[src/logic/srr_defs.svh]
// constants for the sequencer result register bank
// assumes inclusion by bare name from logic/ sources
`ifndef SRR_DEFS_SVH
`define SRR_DEFS_SVH
`define SRR_ADDR_FIRST     8'hE1
`define SRR_ADDR_LAST      8'hEF
`define SRR_ADDR_COPY_CMD  8'hDF
`define SRR_SLOT_COUNT     15
`define SRR_FLAG_BIT       14
`define SRR_VCODE_MSB      11
`define SRR_RATIO_MSB      14
`define SRR_RATIO_INT_LSB  11
`define SRR_RATIO_SCALE    2048
`define SRR_WORD_RESET     15'h0000
`define SRR_SYNC_COPY_RST  1'b1
`endif

[src/logic/srr_pkg.sv]
// types for the sequencer result register bank
// assumes srr_defs.svh is on the include path
package srr_pkg;
  typedef logic [7:0]  srr_addr_t;
  typedef logic [14:0] srr_word_t;
  typedef enum logic {SRR_MODE_VOLT, SRR_MODE_RES} srr_mode_t;
endpackage

[src/logic/srr_bank.sv]
// sequencer result register bank: fifteen read-side result slots
// assumes a decoded register read strobe from the serial front end on mclk,
// and a sequencer buffer presented in parallel; parity is added outside
//
// Behaviour
// - fifteen result slots at consecutive addresses E1..EF in slot order
// - resistance slot reports ratio times 2048 when new, zero otherwise
// - ratio is unsigned, four integer bits over eleven fraction bits
// - voltage slot: bit 14 new flag cleared on read, 13:12 zero, 11:0 code
// - reading the copy command register copies the buffer into all slots
// - with sync copy enable set, a sync toggle also copies; enable resets to one
`timescale 1ns/1ps
`include "srr_defs.svh"
module srr_bank #(
  parameter int SLOTS = `SRR_SLOT_COUNT
) (
  input  wire logic                      mclk,
  input  wire logic                      nrst,
  input  wire logic                      swReset,
  input  wire logic                      rdStrobe,
  input  wire srr_pkg::srr_addr_t        rdAddr,
  input  wire logic                      syncPin,
  input  wire logic                      syncCopyEnWr,
  input  wire logic                      syncCopyEnVal,
  input  wire logic [SLOTS-1:0]          slotModeRes,
  input  wire logic [SLOTS-1:0]          bufNew,
  input  wire srr_pkg::srr_word_t [SLOTS-1:0] bufData,
  output srr_pkg::srr_word_t             rdData,
  output logic                           rdValid,
  output logic                           syncCopyEn,
  output logic                           copyDone
);
  import srr_pkg::*;

  // ***************************
  // address decode
  // ***************************
  function automatic logic isSlotAddr(input srr_addr_t a);
    return (a >= `SRR_ADDR_FIRST) && (a <= `SRR_ADDR_LAST);
  endfunction

  function automatic logic [3:0] slotIndex(input srr_addr_t a);
    return 4'(a - `SRR_ADDR_FIRST);
  endfunction

  function automatic logic isCopyAddr(input srr_addr_t a);
    return a == `SRR_ADDR_COPY_CMD;
  endfunction

  // ***************************
  // request decode
  // ***************************
  logic       slotReq;
  logic       copyReq;
  logic [3:0] slotIdx;
  assign slotReq = rdStrobe && isSlotAddr(rdAddr);
  assign copyReq = rdStrobe && isCopyAddr(rdAddr);
  assign slotIdx = slotIndex(rdAddr);

  // ***************************
  // sync input: three flops, a change counts when stages two and three agree
  // ***************************
  // level starts low: a pin held high through reset gives one copy after release
  logic [2:0] syncSh_q;
  logic       syncLvl_q;
  logic       syncStable;
  logic       syncToggle;
  always_ff @(posedge mclk or negedge nrst) begin
    if (!nrst) begin
      syncSh_q <= 3'h0;
    end else begin
      syncSh_q <= {syncSh_q[1:0], syncPin};
    end
  end

  assign syncStable = (syncSh_q[1] == syncSh_q[2]);

  always_ff @(posedge mclk or negedge nrst) begin
    if (!nrst) begin
      syncLvl_q <= 1'b0;
    end else if (syncStable) begin
      syncLvl_q <= syncSh_q[2];
    end
  end

  // either edge of the pin counts as a toggle
  assign syncToggle = syncStable && (syncSh_q[2] != syncLvl_q);

  // ***************************
  // sync copy enable
  // ***************************
  always_ff @(posedge mclk or negedge nrst) begin
    if (!nrst) begin
      syncCopyEn <= `SRR_SYNC_COPY_RST;
    end else if (swReset) begin
      syncCopyEn <= `SRR_SYNC_COPY_RST;
    end else if (syncCopyEnWr) begin
      syncCopyEn <= syncCopyEnVal;
    end
  end

  // ***************************
  // copy trigger
  // ***************************
  logic pinCopy;
  logic copyPulse;
  assign pinCopy   = syncCopyEn && syncToggle;
  assign copyPulse = copyReq || pinCopy;

  always_ff @(posedge mclk or negedge nrst) begin
    if (!nrst) begin
      copyDone <= 1'b0;
    end else begin
      copyDone <= copyPulse && !swReset;
    end
  end

  // ***************************
  // slots
  // ***************************
  srr_mode_t        slotMode [SLOTS];
  srr_word_t        slotWord [SLOTS];
  logic [SLOTS-1:0] slotRead;

  // one-hot select; the copy register address never hits a slot, so no overlap
  always_comb begin
    slotRead = '0;
    for (int i = 0; i < SLOTS; i++) begin
      slotRead[i] = slotReq && (slotIdx == 4'(i));
    end
  end

  genvar g;
  generate
    for (g = 0; g < SLOTS; g++) begin : gSlot
      assign slotMode[g] = slotModeRes[g] ? SRR_MODE_RES : SRR_MODE_VOLT;
      srr_slot uSlot (
        .mclk      (mclk),
        .nrst      (nrst),
        .swReset   (swReset),
        .copyPulse (copyPulse),
        .mode      (slotMode[g]),
        .bufNew    (bufNew[g]),
        .bufData   (bufData[g]),
        .readPulse (slotRead[g]),
        .slotWord  (slotWord[g])
      );
    end
  endgenerate

  // ***************************
  // read data: value before the read side effect
  // ***************************
  srr_word_t rdWord;

  // unmapped and copy-register reads fall through to zero
  always_comb begin
    rdWord = `SRR_WORD_RESET;
    for (int i = 0; i < SLOTS; i++) begin
      if (slotRead[i]) begin
        rdWord = slotWord[i];
      end
    end
  end

  always_ff @(posedge mclk or negedge nrst) begin
    if (!nrst) begin
      rdData <= `SRR_WORD_RESET;
    end else if (rdStrobe) begin
      rdData <= rdWord;
    end
  end

  always_ff @(posedge mclk or negedge nrst) begin
    if (!nrst) begin
      rdValid <= 1'b0;
    end else begin
      rdValid <= rdStrobe;
    end
  end
endmodule // srr_bank

[src/logic/srr_slot.sv]
// one result slot: holds a 15-bit word, handles copy and read side effects
// assumes copy and read strobes are one-cycle pulses on mclk
`timescale 1ns/1ps
`include "srr_defs.svh"
module srr_slot (
  input  wire logic              mclk,
  input  wire logic              nrst,
  input  wire logic              swReset,
  input  wire logic              copyPulse,
  input  wire srr_pkg::srr_mode_t mode,
  input  wire logic              bufNew,
  input  wire srr_pkg::srr_word_t bufData,
  input  wire logic              readPulse,
  output srr_pkg::srr_word_t     slotWord
);
  import srr_pkg::*;
  srr_word_t slot_q;
  srr_word_t slot_d;
  // ***************************
  // next value
  // ***************************
  always_comb begin
    slot_d = slot_q;
    if (readPulse) begin
      if (mode == SRR_MODE_RES) begin
        slot_d = `SRR_WORD_RESET;
      end else begin
        slot_d[`SRR_FLAG_BIT] = 1'b0;
      end
    end
    // copy wins over read-clear so a fresh value is never lost
    if (copyPulse) begin
      if (mode == SRR_MODE_RES) begin
        slot_d = bufNew ? bufData : `SRR_WORD_RESET;
      end else begin
        slot_d = {bufNew, 2'b00, bufData[`SRR_VCODE_MSB:0]};
      end
    end
  end
  always_ff @(posedge mclk or negedge nrst) begin
    if (!nrst) begin
      slot_q <= `SRR_WORD_RESET;
    end else if (swReset) begin
      slot_q <= `SRR_WORD_RESET;
    end else begin
      slot_q <= slot_d;
    end
  end
  assign slotWord = slot_q;
endmodule // srr_slot

[config.mk]
export PLATFORM = sky130hd
export DESIGN_NAME = srr_bank
export DESIGN_NICKNAME = d
export VERILOG_FILES = /design/src/logic/srr_pkg.sv /design/src/logic/srr_bank.sv /design/src/logic/srr_slot.sv
export VERILOG_INCLUDE_DIRS = /design/src /design/src/logic
export SDC_FILE = /design/constraint.sdc
export NUM_CORES = 1
export LEC_CHECK = 0
export ABC_AREA = 1
export BUFFER_PORTS_ARGS = -buffer_cell sky130_fd_sc_hd__buf_2
export CAP_MARGIN = 30
export CORE_ASPECT_RATIO = 1.25
export CORE_MARGIN = 2
export CORE_UTILIZATION = 29
export DETAILED_ROUTE_END_ITERATION = 6
export PLACE_DENSITY = 0.53
export SLEW_MARGIN = 20
export SYNTH_ARGS = -nofsm -noshare
export SYNTH_HDL_FRONTEND = slang
export SYNTH_HIERARCHICAL = 1
export SYNTH_SLANG_ARGS = --single-unit
export TNS_END_PERCENT = 100
[constraint.sdc]
create_clock -name mclk -period 2.95 [get_ports mclk]
set_clock_uncertainty 0.15 [all_clocks]
set_input_delay 0.1475 -clock mclk [delete_from_list [all_inputs] [get_ports mclk]]
set_output_delay 0.1475 -clock mclk [all_outputs]
set_load 0.01 [all_outputs]
==> impl_metrics.tcl <==
set metrics [dict create \
    count_of_endpoints_failing_hold_in_the_final_timing_report 0 \
    cts.path.max_buffers 3 \
    switching_power_uw 2316 \
    detail_route.wl_per_cell_um 18.83 \
    detailedPlacementHpwl_um 39760 \
    min_period_ns 2.781 \
    layout-drive-gt1-share_pct 20.00 \
    power_switching_share_pct 27.27 \
    timing.reg2reg.setup_slack_ns 0.30 \
    place_congestion 0.9338 \
    clockPowerShare_pct 41.7 \
    critical-path-top-cell-by-count "sky130_fd_sc_hd__nand2_1" \
    clock_tree.root_cell "sky130_fd_sc_hd__clkbuf_16" \
    critical_path.slowest_cell "sky130_fd_sc_hd__dlygate4sd3_1" \
    synth_xor_area_share_pct 0 \
    cp_data_arrival_time_ns 3.05 \
    clkSlewWorstSetupHoldPaths_ns 0.06 \
    path_buf_inv 3 \
    holdCritPathClass "input pin to flip-flop" \
    post-route-drc-count 0 \
    synth.cell_area_um2 13150 \
    power_density_nw_per_um2 453.5 \
    port-buffer-count 287 \
    core_region_area_um2 44960 \
    die_h_um 242.1 \
    startpoint_type "input pin" \
    detail_route_antenna_nets 0 \
    part_of_the_cycle_the_worst_path_needs_pct 94.27 \
    globalRoute.totalOverflow 0 \
    area.growth.synth_to_final_pct 42.44 \
    synth_top_family_by_area "simple AND/OR/NAND/NOR gates" \
    synth.net_count 1940 \
    fin_setup_tns_ns 0 \
    synth.lib_cells_used.distinct 30 \
    run_status "finished, final reports clean" \
    cells_along_the_critical_path "dlygate4sd3_1 -> buf_2 -> nand2_1 -> nor2_1 -> nand2_1 -> nor2_4 -> nand2_2 -> inv_2 -> nand2_4 -> or2_0 -> nand2_1 -> nand4_1 -> nor3_2 -> nand4_1" \
    syn_area_per_cell_um2 7.874 \
    combPwrFrac_pct 14.6 \
    worstPathRequired_ns 3.22 \
    final_slew_violations 0 \
    cap_violations 0 \
    yosys_warnings 6 \
    critical_path.top_delay_family "simple AND/OR/NAND/NOR gates" \
    die-area_um2 47080 \
    synth-seq-area-share_pct 47.01 \
    relSlewSlack_pct 47.68 \
    detail_route.first_pass.iterations 5 \
    htree_num_levels 1 \
    tritoncts_num_sinks 247 \
    wire_length_of_the_first_global_routing_pass_um 79990 \
    power.static_leakage_uw 0.009471 \
    sequentialPowerShare_pct 43.7 \
    number_of_nets_at_the_end_of_the_flow 2489 \
    power.internal_uw 6179 \
    synth-simple-area-share_pct 43.38 \
    initial_detailed_routing_violation_count 957 \
    groute.usage.overall_pct 22.03 \
    synth.mux.area_fraction_pct 0 \
    grt_setup_unrepaired "false" \
    synth-adder-area-share_pct 0 \
    vias 13869 \
    clock_buffers_created_by_tritoncts 28 \
    maximum_fanout_along_the_worst_path 23 \
    worstSetupEndpointType "flip-flop" \
    hold_ws_ns 0.01993 \
    timing.final.setup_violations 0 \
    number_of_antenna_violations_at_the_first_check_in_global_routing 0 \
    floorplan.io_pins 288 \
    cts_setup_buffers 0 \
    initial_standard_cell_utilization_of_the_core_pct 29.25 \
    core.rowCount 87 \
    crit_type "input pin to flip-flop" \
    clock_latency_ns 0.56 \
    detail_route.vias_per_cell 4.922 \
    synth-seq-cells 247 \
    syn-instance-count 1670 \
    first_global_vias 14123 \
    worst_pin_slew_ns 0.7848 \
    max-vdd-ir-drop_uv 383.5 \
    antenna_cells_inserted 0 \
    tritoncts "done" \
    finalWirelength_um 53050 \
    synth_compound_gate_area_share_pct 1.161 \
    die_span_x_um 194.5 \
    max_stage_delay_ns 0.53 \
    max_clock_freq_mhz 359.6 \
    grt_max_degree 92 \
]
[layout make-up]
class,count,area (um2)
inverters,136,510.5
well taps,578,723.2
repair buffers,593,4517
fillers,4528,26230
multi-input cells,1213,5866
flip-flops and latches,247,6182
clock inverters,11,95.09
clock buffers,40,837.1
[placed cells by master (no fill, tap or decap), types with 2 or more instances in the layout]
master,Yosys,layout
sky130_fd_sc_hd__a21oi_1,19,19
sky130_fd_sc_hd__buf_12,0,5
sky130_fd_sc_hd__buf_2,24,285
sky130_fd_sc_hd__buf_4,16,19
sky130_fd_sc_hd__clkbuf_1,3,4
sky130_fd_sc_hd__clkbuf_16,0,29
sky130_fd_sc_hd__clkbuf_8,0,7
sky130_fd_sc_hd__clkinv_1,2,2
sky130_fd_sc_hd__clkinv_2,0,5
sky130_fd_sc_hd__clkinvlp_4,0,3
sky130_fd_sc_hd__dfrtp_1,246,246
sky130_fd_sc_hd__dlygate4sd3_1,0,283
sky130_fd_sc_hd__inv_1,116,116
sky130_fd_sc_hd__inv_2,18,18
sky130_fd_sc_hd__nand2_1,486,485
sky130_fd_sc_hd__nand2_2,6,7
sky130_fd_sc_hd__nand2_4,2,2
sky130_fd_sc_hd__nand3_1,473,473
sky130_fd_sc_hd__nand3_2,15,15
sky130_fd_sc_hd__nand3b_1,15,15
sky130_fd_sc_hd__nand4_1,50,50
sky130_fd_sc_hd__nor2_1,76,76
sky130_fd_sc_hd__nor2_2,3,3
sky130_fd_sc_hd__nor2_4,32,32
sky130_fd_sc_hd__nor3_1,2,2
sky130_fd_sc_hd__nor3_2,7,7
sky130_fd_sc_hd__nor4_2,1,2
sky130_fd_sc_hd__o211ai_1,5,5
sky130_fd_sc_hd__o21ai_0,4,4
sky130_fd_sc_hd__or2_0,10,10
sky130_fd_sc_hd__or2_1,2,2
sky130_fd_sc_hd__or2_2,3,3
[worst paths after layout]
check	to	depth (start not counted)	from
min in group asynchronous	gSlot[2].uSlot/slotWord[6]$_DFFE_PN0P_	2	nrst
worst max register to register	gSlot[10].uSlot/slotWord[13]$_DFFE_PN0P_	10	syncCopyEn$_DFFE_PN1P_
worst min register to register	syncSh_q[1]$_DFF_PN0_	0	syncSh_q[0]$_DFF_PN0_
worst min-delay path	gSlot[13].uSlot/slotWord[7]$_DFFE_PN0P_	4	slotModeRes[13]
worst max-delay path	rdData[8]$_DFFE_PN0P_	14	rdStrobe
max in group asynchronous	gSlot[7].uSlot/slotWord[7]$_DFFE_PN0P_	3	nrst
[power groups by stage]
stage	Combinational [uW]	Sequential (uW)	Clock, uW
after global placement	967	3770	0
after floorplan	554	3720	0
after detailed placement	976	3770	0
after global routing	1370	3730	3740
after CTS	1240	3710	3630
final	1240	3710	3540
[through the flow]
step | std cells | area [um2] | worst slack [ns] | total power [uW] | utilization, %
after floorplan | 1670 | 13150 | 0.1310 | 4275 | -
after detailed placement | 2484 | 14960 | 0.08251 | 4746 | 33.27
final | 2818 | 18730 | 0.1690 | 8495 | 41.66
after CTS | 2818 | 18720 | 0.04218 | 8584 | 41.65
after global routing | 2818 | 18730 | 0.02068 | 8843 | 41.66
after global placement | 2484 | 14960 | 0.1429 | 4736 | 33.27
[synthesized netlist by cell type, drive strengths merged]
| cell type | instances | area share (%) |
|---|---|---|
| nand2 | 494 | 14 |
| nand3 | 488 | 19 |
| dfrtp | 246 | 47 |
| inv | 134 | 3.8 |
| nor2 | 112 | 5.2 |
| buf | 71 | 4.5 |
| nand4 | 50 | 2.4 |
| a21oi | 19 | 0.72 |
| nand3b | 15 | 0.86 |
| or2 | 15 | 0.71 |
| nor3 | 9 | 0.61 |
| o211ai | 5 | 0.29 |
| o21ai | 4 | 0.15 |
| clkbuf | 3 | 0.086 |
| clkinv | 2 | 0.057 |
| nor4 | 2 | 0.14 |
| dfstp | 1 | 0.20 |
[worst reg2reg max path, cell delays in order (launching register included)]
cell,delay [ns]
sky130_fd_sc_hd__dfstp_2,0.53
sky130_fd_sc_hd__inv_1,0.05
sky130_fd_sc_hd__a21oi_1,0.11
sky130_fd_sc_hd__nand2_1,0.14
sky130_fd_sc_hd__nand2_2,0.14
sky130_fd_sc_hd__buf_4,0.28
sky130_fd_sc_hd__inv_2,0.08
sky130_fd_sc_hd__nor2_4,0.29
sky130_fd_sc_hd__nand3_1,0.16
sky130_fd_sc_hd__dlygate4sd3_1,0.60
sky130_fd_sc_hd__nand2_1,0.06
[cells by family after synthesis]
kind of cell | count (synthesis)
and+or+nand+nor | 1185
DFF | 247
buffers and inverters | 210
AOI/OAI and AO/OA | 28
[sequential cells by signal, summed over array words and instances (netlist names)]
| register | cells |
|---|---|
| syncCopyEn | 1 |
| rdValid | 1 |
| rdData | 15 |
| gSlot.uSlot/slotWord | 225 |
| syncLvl_q | 1 |
| copyDone | 1 |
| syncSh_q | 3 |
[timing repair]
action / in CTS / in global routing
endpoints found under the hold margin: 320 / 0
endpoints found under the setup margin: 0 / 49
resized for setup: 0 / 1
hold buffers: 283 / 0
[layer usage]
layer	share of wire, %	global-route usage, %	up-vias	wire length [um]
met3	5.0	2.339	103	2672
met1	40	26.63	6682	21260
met2	50	39.24	464	26580
li1	-	-	6620	-
met5	0	0	-	0
met4	4.8	10.16	0	2544
Note: power is estimated with default switching activity, not from simulation.
